## src/shared/bisig_params.svh

```systemverilog
`ifndef BISIG_PARAMS_SVH
`define BISIG_PARAMS_SVH

// System clock rate in kHz (20 MHz, 50 ns period)
`define BISIG_CLK_KHZ 20000
// Longest time from reset release to the attention line going low, in ms
`define BISIG_INIT_MAX_MS 500
// Longest time in cycles, rounded down
`define BISIG_INIT_MAX_CYC (`BISIG_INIT_MAX_MS * `BISIG_CLK_KHZ)
// Least reset pulse the far end must give, in ns
`define BISIG_RESET_MIN_NS 1250
// Attention line drive level while initialization runs
`define BISIG_LINE_BUSY 1'b1
// Attention line drive level once initialization is done
`define BISIG_LINE_DONE 1'b0

`endif

```

## src/shared/bisig_pkg.sv

```systemverilog
package bisig_pkg;

  // Sequencing states of the attention line
  typedef enum logic [1:0] {
    BISIG_RESET,
    BISIG_BOOTING,
    BISIG_INITIALIZING,
    BISIG_FINISHED
  } bisig_state_t;

  // Attention line pin drive: level and active-low output enable
  typedef struct packed {
    logic level;
    logic oeN;
  } bisig_pin_t;

endpackage : bisig_pkg

```

## src/hw/bisig_seq.sv

```systemverilog
`timescale 1ns/1ps
`default_nettype none
`include "bisig_params.svh"

module bisig_seq import bisig_pkg::*; #(
  parameter int unsigned INIT_MAX_CYC = `BISIG_INIT_MAX_CYC
) (
  input wire logic mclk,
  input wire logic resetn,
  input wire logic clkEn,
  input wire logic bootDone,
  input wire logic initDone,
  input wire logic batchExtend,
  output logic attnOut,
  output logic attnOeN,
  output logic initFinished,
  output logic initOverdue,
  output bisig_state_t seqState
);

  logic bootSync;
  logic initSync;
  logic extSync;
  bisig_state_t state_reg;
  bisig_state_t state_next;
  bisig_pin_t pin_reg;
  bisig_pin_t pin_next;
  logic fin_reg;
  logic fin_next;
  logic over_reg;
  logic over_next;
  logic [31:0] tmr_reg;
  logic [31:0] tmr_next;

  // Status inputs come from firmware domains; pass them through synchronisers
  bisig_sync uBootSync (
    .mclk(mclk), .resetn(resetn), .clkEn(clkEn),
    .asyncIn(bootDone), .syncOut(bootSync)
  );
  bisig_sync uInitSync (
    .mclk(mclk), .resetn(resetn), .clkEn(clkEn),
    .asyncIn(initDone), .syncOut(initSync)
  );
  bisig_sync uExtSync (
    .mclk(mclk), .resetn(resetn), .clkEn(clkEn),
    .asyncIn(batchExtend), .syncOut(extSync)
  );

  // Next state and pin drive
  always_comb begin
    state_next = state_reg;
    pin_next = pin_reg;
    fin_next = fin_reg;
    case (state_reg)
      BISIG_RESET: begin
        state_next = BISIG_BOOTING;
      end
      BISIG_BOOTING: begin
        if (bootSync) begin
          state_next = BISIG_INITIALIZING;
        end
      end
      BISIG_INITIALIZING: begin
        if (initSync || (over_reg && !extSync)) begin
          state_next = BISIG_FINISHED;
        end
      end
      BISIG_FINISHED: begin
        state_next = BISIG_FINISHED;
      end
      default: begin
        state_next = BISIG_RESET;
      end
    endcase
    // Drive follows the next state so the pin is registered
    case (state_next)
      BISIG_INITIALIZING: begin
        pin_next = '{level: `BISIG_LINE_BUSY, oeN: 1'b0};
      end
      BISIG_FINISHED: begin
        pin_next = '{level: `BISIG_LINE_DONE, oeN: 1'b0};
        fin_next = 1'b1;
      end
      default: begin
        pin_next = '{level: 1'b1, oeN: 1'b1};
      end
    endcase
  end

  // Deadline timer from reset release
  always_comb begin
    tmr_next = tmr_reg;
    over_next = over_reg;
    if (!fin_reg && !over_reg) begin
      if (tmr_reg >= INIT_MAX_CYC - 32'h2) begin
        over_next = 1'b1;
      end else begin
        tmr_next = tmr_reg + 32'h1;
      end
    end
  end

  // Registers; reset releases the line
  always_ff @(posedge mclk or negedge resetn) begin
    if (!resetn) begin
      state_reg <= BISIG_RESET;
      pin_reg <= '{level: 1'b1, oeN: 1'b1};
      fin_reg <= 1'b0;
      over_reg <= 1'b0;
      tmr_reg <= 32'h0;
    end else if (clkEn) begin
      state_reg <= state_next;
      pin_reg <= pin_next;
      fin_reg <= fin_next;
      over_reg <= over_next;
      tmr_reg <= tmr_next;
    end
  end

  assign attnOut = pin_reg.level;
  assign attnOeN = pin_reg.oeN;
  assign initFinished = fin_reg;
  assign initOverdue = over_reg;
  assign seqState = state_reg;
endmodule : bisig_seq

`default_nettype wire

```

## src/hw/bisig_sync.sv

```systemverilog
`timescale 1ns/1ps
`default_nettype none

module bisig_sync (
  input wire logic mclk,
  input wire logic resetn,
  input wire logic clkEn,
  input wire logic asyncIn,
  output logic syncOut
);

  logic [2:0] stage_reg;
  logic [2:0] stage_next;
  logic out_reg;
  logic out_next;

  // Shift the input; accept a change once stages two and three agree
  always_comb begin
    stage_next = {stage_reg[1:0], asyncIn};
    out_next = out_reg;
    if (stage_reg[1] == stage_reg[2]) begin
      out_next = stage_reg[2];
    end
  end

  // Registers, frozen while the clock enable is low
  always_ff @(posedge mclk or negedge resetn) begin
    if (!resetn) begin
      stage_reg <= 3'h0;
      out_reg <= 1'b0;
    end else if (clkEn) begin
      stage_reg <= stage_next;
      out_reg <= out_next;
    end
  end

  assign syncOut = out_reg;

endmodule : bisig_sync

`default_nettype wire

```

## config.mk

```make
export PLATFORM = sky130hd
export DESIGN_NAME = bisig_seq
export DESIGN_NICKNAME = d
export VERILOG_FILES = /design/src/shared/bisig_pkg.sv /design/src/hw/bisig_seq.sv /design/src/hw/bisig_sync.sv
export VERILOG_INCLUDE_DIRS = /design/src /design/src/shared
export SDC_FILE = /design/constraint.sdc
export NUM_CORES = 1
export LEC_CHECK = 0
export BUFFER_PORTS_ARGS = -buffer_cell sky130_fd_sc_hd__buf_2
export CAP_MARGIN = 0
export CORE_AREA = 2 2 71 73
export CTS_CLUSTER_SIZE = 30
export DETAILED_ROUTE_END_ITERATION = 10
export DIE_AREA = 0 0 73 75
export PLACE_DENSITY = 0.66
export SETUP_SLACK_MARGIN = 0.02
export SLEW_MARGIN = 20
export SYNTH_ARGS = -nofsm -noshare
export SYNTH_HDL_FRONTEND = slang
export SYNTH_SLANG_ARGS = --single-unit
```

## constraint.sdc

```tcl
create_clock -name mclk -period 6 [get_ports mclk]
set_input_delay 0.6 -clock mclk [delete_from_list [all_inputs] [get_ports mclk]]
set_output_delay 0.6 -clock mclk [all_outputs]
set_load 0.01 [all_outputs]
```

Word-level counts from Yosys, hierarchy flattened

Index checks and enable logic that the tools add are counted.

Register bits after elaboration: 50
Input bits: 6
Output and inout bits: 6
Word-level logic and storage cells: 40

Add/sub/neg operators: 1
Magnitude comparators: 1
Eq/ne operators: 8
Muxes and demuxes: 4
Bitwise operators: 1
Reduce and logical (&&, ||, !) cells: 13

Operators with widths:

| cell                                                                    | count |
|---|---|
| 32-bit by 1-bit adder with 32-bit output, second input constant         | 1 |
| 32-bit by 24-bit >= comparator with 1-bit output, second input constant | 1 |
| 2-bit equality test, second input constant                              | 4 |
| 2-bit case mux with 4 select lines                                      | 1 |
| 2-bit AND reduction                                                     | 4 |
| 3-bit AND reduction                                                     | 2 |
| 2-bit two-way mux                                                       | 2 |
| 2-bit case mux with 2 select lines                                      | 1 |
| 1-bit equality test                                                     | 3 |
| 1-bit logical NOT                                                       | 3 |
| 2-bit by 1-bit equality test with 1-bit output, second input constant   | 1 |
| 1-bit logical AND                                                       | 2 |
| 2-bit logical NOT                                                       | 1 |
| 1-bit logical OR                                                        | 1 |
| 1-bit NOT                                                               | 1 |

Longest topological paths before layout

Gate-level depths: netlist (run 1).

Depth after elaboration: 7
Depth in mapped cells: 10
Depth with buffers taken out: 8

By module

Synthesis (run 1) repeated with hierarchy kept, for this count alone.

Cells, all modules: 185
Area total of the unflattened synthesis: 2145.8 um^2

By module, submodules not included:

| module     | times used | cells an instance | area an instance (um^2) | seq. area each (um^2) |
|---|---|---|---|---|
| bisig_seq  | 1          | 155               | 1676.6                  | 953.4 |
| bisig_sync | 3          | 10                | 156.4                   | 100.1 |

Least setup slack after synthesis (run 1)

No wires, ideal clock.

Path type: register to register
Start: register tmr_reg[21]
End: register tmr_reg[10]
Setup time: 0.132 ns
Arrival time: 2.171 ns
Data required time: 5.868 ns
Slack: 3.698 ns
Stages on the path, launching flop included: 9
Path buffers: 2
Clock period less this slack: 2.302 ns
Path through: dfrtp_1 > or4_1 > or3_1 > o311ai_1 > or2_1 > buf_6 > buf_8 > nor3_1 > xor2_1

Word-level cells in the longest chain between the ends: 3

RTL lines:

| element                                          | RTL line         | text |
|---|---|---|
| from (decl)                                      | bisig_seq.sv:32  | `logic [31:0] tmr_reg;` |
| from (signal assigned)                           | bisig_seq.sv:116 | `tmr_reg <= tmr_next;` |
| 32-bit by 24-bit >= comparator with 1-bit output | bisig_seq.sv:95  | `if (tmr_reg >= INIT_MAX_CYC - 32'h2) begin` |
| 1-bit NOT (no line)                              | n/a              |  |
| 3-bit AND reduction (no line)                    | n/a              |  |

Every way passes these cells.
A chain may end at the register's enable or synchronous reset.

Worst setup path in the final report (run 1)

Start: register tmr_reg[21]
End: register tmr_reg[22]

Word-level cells in the longest chain between the ends: 3
Elaborated cells between the ends (all ways): 4
Classes of those cells: 1 x add/sub; 1 x order compare; 1 x bitwise; 1 x reduce/logical

RTL lines:

| element                                          | RTL line |
|---|---|
| 32-bit by 24-bit >= comparator with 1-bit output | bisig_seq.sv:95 |
| 1-bit NOT (no line)                              | n/a |
| 3-bit AND reduction (no line)                    | n/a |

Parallel ways exist; a longest one is shown, timed or not.

==> summary.md, run 1 <==
| Metric | Value |
|---|---|
| Status | complete, no violations |
| Synth warnings | 0 |
| Vias/cell | 5.53 |
| FF+latch count, synth | 50 |
| Main combinational cell family by area after synthesis | simple AND/OR/NAND/NOR gates |
| Startpoint Class | flop |
| Most frequent cells in the layout | 48 x dfrtp_1, 19 x xor2_1, 16 x nor2_1 |
| Vias in the first global route | 1405 |
| Max-cap viol count | 0 |
| Critical path class | flop to flop |
| Global-route wire length before repair | 6760 um |
| Adder-cell share of the synthesized area | 1.10% |
| Async SR Flop Fraction | 100% |
| RePlAce Congestion | 0.895 |
| Crit-path slowest cell | or2_1 |
| Number of fill cells in the layout | 405 |
| Post-synthesis sequential area ratio | 55.2% |
| Placed Cells | 260 |
| Mapped cell area | 2270 sq um |
| Nets | 221 |
| HP Class | input pin to asynchronous set/reset pin |
| Max VDD drop | 0.000156 V |
| I/O Pins | 12 |
| TritonCTS clock tree | yes |
| Tcrit/Tclk final | 46.4% |
| CP max stage delay | 610 ps |
| CTS Buffer Depth | 2 |
| Post-DP HPWL | 2720 um |
| Root Driver | clkbuf_8 |
| Die Y | 75 um |
| Total number of vias | 1483 |
| Mux cell area share after synthesis | 4.91% |
| Count of buffers from port buffering | 11 |
| Fraction of layout instances using a drive strength above 1 | 16.4% |
| RSZ-0062 raised after global routing | false |
| # hold bufs at CTS | 0 |
| R2R Setup Slk | 3210 ps |
| Cts bufs inserted | 5 |
| Resized cells post-CTS | 0 |
| Clock sinks | 50 |
| Slew Viols, Final | 0 |
| Max Freq | 0.359 GHz |
| Clk_skew | 4.43 ps |
| Initial DRC Count | 166 |
| PD cells | 318 nW/um^2 |
| DR DRC count | 0 |
| Worst-skew pair later-pin latency | 300 ps |
| Cell taking the most area after synthesis | dfrtp_1 |
| Clock slew at reported path FFs | 90 ps |
| Avg WL per Cell | 14.6 um |
| Ranking of synthesized cells by area | dfrtp_1 53%, xor2_1 7.3%, mux2_2 4.5%, nand3_1 2.6%, nor2_1 2.6% |
| Crit path arrival time | 2960 ps |
| Initial Utilization | 48.7% |
| CP Cell Sequence | or4_1, or3_1, o311ai_1, or2_1, nor4_1, xor2_1 |
| RR Startpoint | tmr_reg[21]$_DFFE_PN0P_ |
| Post-Route WL | 3920 um |
| Num rows | 25 |
| XOR/XNOR share of the synthesized area | 8.49% |
| # setup viols final | 0 |
| Die width | 73 um |
| Commonest non-fill, non-tap cell in the layout | dfrtp_1 |
| Worst-path fanout max | 19 |
| Setup Fix Bufs, Post-CTS | 0 |
| Syn Nets | 218 |
| Max_slew headroom | 53.5% |
| Critical Path Sink | tmr_reg[22]$_DFFE_PN0P_ |
| Largest net degree at the start of global routing | 51 |
| CP required | 6170 ps |
| Mapped Avg Cell Area | 10.8 sq um |
| N_diodes | 0 |
| P_leak | 1.12 nW |
| Synth cell types | 41 |
| Post-route ant nets | 0 |
| Max FFs per register | 32 |
| Core area | 4660 sq um |
| Router iterations before antenna repair | 4 |
| Number of H-tree levels | 2 |
| Number of antenna violations at the first check in global routing | 0 |
| Hold Violations, Final | 0 |
| Main synth FF type | dfrtp_1 |
| Reg-to-Reg End | tmr_reg[22]$_DFFE_PN0P_ |
| CP Launch Point | tmr_reg[21]$_DFFE_PN0P_ |
| Post-route minimum period | 2790 ps |
| Congestion Overflow GR | 0 |
| All-Layer GR Usage | 16.0% |
| Mapped Cells | 210 |
| Simple-Gate Fraction of Synth Area | 20.9% |
| Slew @ Worst Pin | 698 ps |
| Worst Setup End Kind | flop |
| Post-synth top area share | 52.9% |
| EDFF count, synth | 0 |
| Die area | 5480 sq um |
| Post-route setup TNS | 0 ps |
| Compound-gate portion of the synthesized area | 5.40% |
| Final std cells w/o fill | 268 |
| Area Growth Syn to Fin | 7.33% |
| R2r worst-path depth | 6 |
[worst max-delay path, delay by kind of cell (launching register included)]
| kind | cells | cell delay, ps |
|---|---|---|
| and+or+nand+nor | 4 | 1720 |
| DFF | 1 | 420 |
| AOI/OAI and AO/OA | 1 | 330 |
| xor gates and xnor gates | 1 | 180 |
[cells in the mapped netlist (4+ instances only)]
cell type  number
nor3_1         10
nand2_1        13
dfrtp_1        48
nor2_1         16
xor2_1         19
inv_1           4
nor4_1          7
a21oi_1         8
mux2_2          9
nand2b_1        5
nand3_1        12
and3_1          4
clkbuf_1       11
or4_1           4
[worst min-delay path by stage]
| stage | from | endpoint | depth (start not counted) |
|---|---|---|---|
| 2_1_floorplan | resetn | initFinished$_DFFE_PN0P_ | 0 |
| 4_1_cts | tmr_reg[31]$_DFFE_PN0P_ | tmr_reg[31]$_DFFE_PN0P_ | 0 |
| 3_5_place_dp | tmr_reg[26]$_DFFE_PN0P_ | tmr_reg[26]$_DFFE_PN0P_ | 0 |
| 3_3_place_gp | tmr_reg[31]$_DFFE_PN0P_ | tmr_reg[31]$_DFFE_PN0P_ | 0 |
| 6_report | resetn | tmr_reg[13]$_DFFE_PN0P_ | 1 |
| 5_1_grt | resetn | tmr_reg[28]$_DFFE_PN0P_ | 1 |
[where the power goes]
part           switching (mW)  internal (mW)
Combinational          0.0501         0.0498
Clock                   0.112          0.126
Sequential             0.0496          0.387
Total                   0.212          0.563
[layout make-up]
| class | instances | area, sq um | area share, % |
|---|---|---|---|
| timing repair buffer | 11 | 57.6 | 2.36 |
| tap | 54 | 67.6 | 2.77 |
| multi-input combinational | 141 | 926 | 38.0 |
| sequential | 50 | 1250 | 51.5 |
| inverter | 4 | 15.0 | 0.616 |
| clock inverter | 3 | 47.5 | 1.95 |
| clock buffer | 5 | 68.8 | 2.82 |
[metrics by stage]
stage	worst slack [ps]	cell area (sq um)	hold slack, ps	power [mW]	utilization (%)
after floorplan	3700	2270	304	0.501	-
after global placement	3360	2320	358	0.537	49.7
after detailed placement	3270	2320	360	0.542	49.7
after CTS	3270	2430	379	0.784	52.2
after global routing	3100	2440	346	0.822	52.3
final	3210	2440	306	0.775	52.3
[routing by layer]
layer	share of wire, %	vias up	GRT usage (%)
met5	0	-	0
met4	1.7	0	6.58
met3	2.5	8	2.81
met2	45	22	22.9
met1	50	725	23.9
li1	-	728	-
[cell families (layout without fill, tap and decap cells)]
logic type,count (synthesis),count (layout)
AND/OR/NAND/NOR,89,89
flip-flops,50,50
XOR/XNOR,22,22
buffers and inverters,19,23
AO/OA/AOI/OAI,18,18
multiplexers,10,10
adder cells (fa/ha/maj),2,2
Power figures use the tool's default switching activity.
==> run 2: changes to the inputs <==
==> constraint.sdc (replaced) <==
create_clock -name mclk -period 2.8 [get_ports mclk]
set_input_delay 0.28 -clock mclk [delete_from_list [all_inputs] [get_ports mclk]]
set_output_delay 0.28 -clock mclk [all_outputs]
set_load 0.01 [all_outputs]
==> run 2 against run 1 <==
Effect of this change: non-clock buffer count rose by 3; sequential cell count did not move; the run now ends with hold timing left; die area did not move; highest routed layer unchanged; critical path type unchanged; critical path depth rose by 1; largest power group unchanged; core utilization rose by 0.11 points.
==> summary.md, run 2 (synthesized netlist as in run 1, its figures left out) <==
| Metric | Value |
|---|---|
| Post-route ant nets | 0 |
| PD cells | 656 nW/um^2 |
| Critical Path Sink | tmr_reg[18]$_DFFE_PN0P_ |
| TritonCTS clock tree | yes |
| N_diodes | 0 |
| # hold bufs at CTS | 0 |
| Clock slew at reported path FFs | 90 ps |
| Tcrit/Tclk final | 84.1% |
| Crit path arrival time | 2580 ps |
| Failing checks | hold timing |
| RR Startpoint | tmr_reg[21]$_DFFE_PN0P_ |
| Final Util | 52.4% |
| CP required | 3020 ps |
| Nets | 224 |
| Initial DRC Count | 89 |
| Area Growth Syn to Fin | 7.55% |
| Max-cap viol count | 0 |
| Die width | 73 um |
| Post-route minimum period | 2350 ps |
| Commonest non-fill, non-tap cell in the layout | dfrtp_1 |
| Initial Utilization | 48.7% |
| Largest net degree at the start of global routing | 51 |
| # setup viols final | 0 |
| DP Worst Slack | 466 ps |
| Internal Power | 1.14 mW |
| Die Y | 75 um |
| Max VDD drop | 0.000444 V |
| Resized cells post-CTS | 0 |
| Sequential share of power | 58.5% |
| Root Driver | clkbuf_8 |
| Critical path class | flop to flop |
| All-Layer GR Usage | 16.8% |
| CP Launch Point | tmr_reg[21]$_DFFE_PN0P_ |
| R2R Setup Slk | 450 ps |
| Total number of vias | 1511 |
| Slew @ Worst Pin | 590 ps |
| Grt met2 use | 24.7% |
| Routing usage on met1 | 23.2% |
| R2r worst-path depth | 7 |
| Placed Cells | 263 |
| Max_slew headroom | 60.6% |
| Final hold slack | -32.1 ps |
| Clk_skew | 10.0 ps |
| HP Class | input pin to asynchronous set/reset pin |
| Clock share of power | 28.0% |
| Num rows | 25 |
| Vias in the first global route | 1450 |
| Cts bufs inserted | 5 |
| Switch share | 28.9% |
| Slew Viols, Final | 0 |
| Reg-to-Reg End | tmr_reg[18]$_DFFE_PN0P_ |
| Worst-path fanout max | 11 |
| CTS Buffer Depth | 2 |
| P_leak | 1.12 nW |
| Post-DP HPWL | 2720 um |
| Final setup margin | 446 ps |
| Router iterations before antenna repair | 4 |
| Number of H-tree levels | 2 |
| Gr busiest metal | met2 |
| Global-route wire length before repair | 7010 um |
| Worst-skew pair later-pin latency | 310 ps |
| Core area | 4660 sq um |
| Max FFs per register | 32 |
| Startpoint Class | flop |
| Congestion Overflow GR | 0 |
| Most frequent cells in the layout | 48 x dfrtp_1, 19 x xor2_1, 16 x nor2_1 |
| Post-route setup TNS | 0 ps |
| Worst Setup End Kind | flop |
| Number of antenna violations at the first check in global routing | 0 |
| Post-Route WL | 4010 um |
| Max Freq | 0.425 GHz |
| Count of buffers from port buffering | 11 |
| Hold Violations, Final | 48 |
| Clock sinks | 50 |
| Die area | 5480 sq um |
| I/O Pins | 12 |
| Status | complete, but fails checks |
| Psw | 0.462 mW |
| Avg WL per Cell | 14.8 um |
| Part of the power in combinational logic | 13.5% |
| Fraction of layout instances using a drive strength above 1 | 17.5% |
| RSZ-0062 raised after global routing | false |
| DR DRC count | 0 |
| Vias/cell | 5.58 |
| RePlAce Congestion | 0.855 |
| Number of fill cells in the layout | 413 |
| Final std cells w/o fill | 271 |
| Met3 Track Usage GR | 4.55% |
| Setup Fix Bufs, Post-CTS | 0 |
## run 2: through the flow
stage	total power [mW]	hold WS, ps	instance area [sq um]
final	1.60	-32.1	2440
after global routing	1.69	23.1	2440
after CTS	1.62	183	2440
after detailed placement	1.16	359	2340
after global placement	1.15	357	2340
after floorplan	1.07	-15.6	2270
## run 2: power groups by stage
stage          Combinational (mW)  Sequential (mW)  Clock (mW)
3_3_place_gp                0.208            0.942           0
6_report                    0.216            0.938       0.449
3_5_place_dp                0.217            0.947           0
4_1_cts                     0.220            0.934       0.469
2_1_floorplan               0.140            0.934           0
5_1_grt                     0.243            0.953       0.493
## run 2: worst min-delay path by stage
| stage | from | end |
|---|---|---|
| final | resetn | tmr_reg[10]$_DFFE_PN0P_ |
| after global routing | resetn | tmr_reg[25]$_DFFE_PN0P_ |
| after CTS | resetn | tmr_reg[10]$_DFFE_PN0P_ |
| after detailed placement | tmr_reg[28]$_DFFE_PN0P_ | tmr_reg[28]$_DFFE_PN0P_ |
| after global placement | tmr_reg[25]$_DFFE_PN0P_ | tmr_reg[25]$_DFFE_PN0P_ |
| after floorplan | resetn | initFinished$_DFFE_PN0P_ |
## run 2: layout make-up
class | instances | area, sq um | area share [%]
multi-input combinational | 141 | 926 | 37.9
sequential | 50 | 1250 | 51.4
clock buffer | 6 | 82.6 | 3.38
inverter | 4 | 15.0 | 0.615
tap | 54 | 67.6 | 2.77
clock inverter | 2 | 16.3 | 0.666
timing repair buffer | 14 | 80.1 | 3.28
## run 2: critical path: stages, from the launching register on
cell and delay (ps):
dfrtp_1 420, or4_1 540, or3_1 380, o311ai_1 320, or2_1 170, buf_4 170, nor4_1 80, xnor2_1 200
## run 2: per-layer routing
metal | routed length [um] | part of all wire (%)
met4 | 87 | 2.2
met1 | 2010 | 50
met5 | 0 | 0
met2 | 1730 | 43
met3 | 180 | 4.5
==> run 3: changes to the inputs <==
--- a/config.mk
+++ b/config.mk
@@ -12,7 +12,7 @@
 export CTS_CLUSTER_SIZE = 30
 export DETAILED_ROUTE_END_ITERATION = 10
 export DIE_AREA = 0 0 73 75
-export PLACE_DENSITY = 0.66
+export PLACE_DENSITY = 0.69
 export SETUP_SLACK_MARGIN = 0.02
 export SLEW_MARGIN = 20
 export SYNTH_ARGS = -nofsm -noshare
==> constraint.sdc (replaced) <==
create_clock -name mclk -period 1.9 [get_ports mclk]
set_input_delay 0.19 -clock mclk [delete_from_list [all_inputs] [get_ports mclk]]
set_output_delay 0.19 -clock mclk [all_outputs]
set_load 0.01 [all_outputs]
==> run 3 against run 2 <==
Effect of this change: critical path type unchanged; the run ends with setup timing left; clock skew grew 5.1 ps; sequential cell count unchanged; highest routed layer unchanged; clock-buffer cell count unchanged.
==> summary.md, run 3 (synthesized netlist as in run 1, its figures left out) <==
| Metric | Value |
|---|---|
| Status | complete, but fails checks |
| Failing checks | setup timing |
| Commonest non-fill, non-tap cell in the layout | dfrtp_1 |
| Cts bufs inserted | 5 |
| P_leak | 1.39 nW |
| Core area | 4660 sq um |
| Nets | 263 |
| Area Growth Syn to Fin | 28.6% |
| Num rows | 25 |
| Post-route ant nets | 0 |
| Max FFs per register | 32 |
| Clock sinks | 50 |
| PD cells | 885 nW/um^2 |
| Die area | 5480 sq um |
| Worst-skew pair later-pin latency | 310 ps |
| Number of antenna violations at the first check in global routing | 0 |
| Slew Viols, Final | 0 |
| Number of H-tree levels | 2 |
| Global-route wire length before repair | 8020 um |
| Hold Violations, Final | 0 |
| Initial DRC Count | 213 |
| CP required | 2140 ps |
| Count of buffers from port buffering | 11 |
| TritonCTS clock tree | yes |
| Post-route minimum period | 2330 ps |
| R2r worst-path depth | 7 |
| RSZ-0062 raised after global routing | true |
| Reg-to-Reg End | tmr_reg[13]$_DFFE_PN0P_ |
| DP Worst Slack | -432 ps |
| Congestion Overflow GR | 0 |
| Die width | 73 um |
| Critical path class | flop to flop |
| Slew @ Worst Pin | 536 ps |
| Total number of vias | 1685 |
| Post-DP HPWL | 3140 um |
| # setup viols final | 25 |
| DR DRC count | 0 |
| CTS Buffer Depth | 2 |
| I/O Pins | 12 |
| RePlAce Congestion | 0.864 |
| Hold path startpoint | batchExtend |
| Worst-path fanout max | 5 |
| Router iterations before antenna repair | 4 |
| WHS Path Cells | 2 |
| Final setup margin | -426 ps |
| Worst Setup End Kind | flop |
| Largest net degree at the start of global routing | 29 |
| Vias in the first global route | 1682 |
| Placed cell area | 2640 sq um |
| Tcrit/Tclk final | 122% |
| HP Class | input pin to flop |
| Vias/cell | 5.44 |
| Avg WL per Cell | 14.7 um |
| Max-cap viol count | 0 |
| R2R Setup Slk | -430 ps |
| Most frequent cells in the layout | 48 x dfrtp_1, 38 x buf_4, 19 x xor2_1 |
| Area occupied by multi-input gates | 1080 sq um |
| Max Freq | 0.430 GHz |
| Max VDD drop | 0.000718 V |
| All-Layer GR Usage | 19.4% |
| Root Driver | clkbuf_8 |
| Clock slew at reported path FFs | 100 ps |
| Cell area after layout | 2920 sq um |
| Initial Utilization | 48.7% |
| Post-Route WL | 4570 um |
| Startpoint Class | flop |
| Sequential cell area | 1250 sq um |
| Number of fill cells in the layout | 344 |
| Critical Path Sink | tmr_reg[13]$_DFFE_PN0P_ |
| Clk_skew | 15.2 ps |
| Die Y | 75 um |
| CP Launch Point | tmr_reg[17]$_DFFE_PN0P_ |
| Final hold slack | 109 ps |
| Max_slew headroom | 64.3% |
| RR Startpoint | tmr_reg[17]$_DFFE_PN0P_ |
| Crit path arrival time | 2570 ps |
| Final Util | 62.6% |
| N_diodes | 0 |
| Fraction of layout instances using a drive strength above 1 | 36.3% |
## run 3: cell types whose count changed in the layout (fill, tap and decap cells not counted), sizes merged
cell         change
buf             +38
bufinv           +1
dlygate4sd3      +1
inv              -1
## run 3: area by class of cell
cell class	instances	share of cell area, %
clock buffers	6	2.49
flip-flops and latches	50	43.0
multi-input cells	141	37.0
repair buffers	53	13.5
clock inverters	2	1.29
well taps	54	2.32
inverters	4	0.515
## run 3: worst min-delay path by stage
stage / slack, ps / end
2_1_floorplan: -110 / initFinished$_DFFE_PN0P_
3_3_place_gp: 190 / tmr_reg[28]$_DFFE_PN0P_
3_5_place_dp: 200 / tmr_reg[24]$_DFFE_PN0P_
4_1_cts: 100 / uExtSync.stage_reg[0]$_DFFE_PN0P_
5_1_grt: 100 / uExtSync.stage_reg[0]$_DFFE_PN0P_
6_report: 110 / uExtSync.stage_reg[0]$_DFFE_PN0P_
## run 3: metrics by stage
| step | instances | TNS [ps] | power, mW |
|---|---|---|---|
| after global routing | 310 | -10890 | 2.72 |
| after global placement | 299 | -6610 | 1.83 |
| after CTS | 309 | -8430 | 2.59 |
| final | 310 | -9640 | 2.58 |
| after floorplan | 210 | -5950 | 1.58 |
| after detailed placement | 299 | -8030 | 1.85 |
## run 3: where the power goes
part	switching (mW)	total (mW)	internal [mW]
Combinational	0.225	0.495	0.270
Clock	0.357	0.750	0.393
Sequential	0.116	1.34	1.22
Total	0.698	2.58	1.88
## run 3: repair_timing
item	CTS	global route
resized for setup	24	2
setup endpoints to repair	25	25
gates cloned	1	0
buffers inserted	0	1
hold buffers	1	0
pin swaps	5	5
endpoints found under the hold margin	22	0
## run 3: worst max-delay path: stages, from the launching register on
cell,delay (ps)
dfrtp_1,410
or4_4,570
o221ai_4,230
o311ai_4,140
or2_4,270
buf_4,170
nor4_2,320
xor2_1,160
## run 3: routing by layer
| metal | global-route usage, % | share of wire, % |
|---|---|---|
| met5 | 0 | 0 |
| met4 | 7.61 | 1.9 |
| met3 | 4.28 | 3.5 |
| met2 | 28.5 | 46 |
| met1 | 28.1 | 49 |
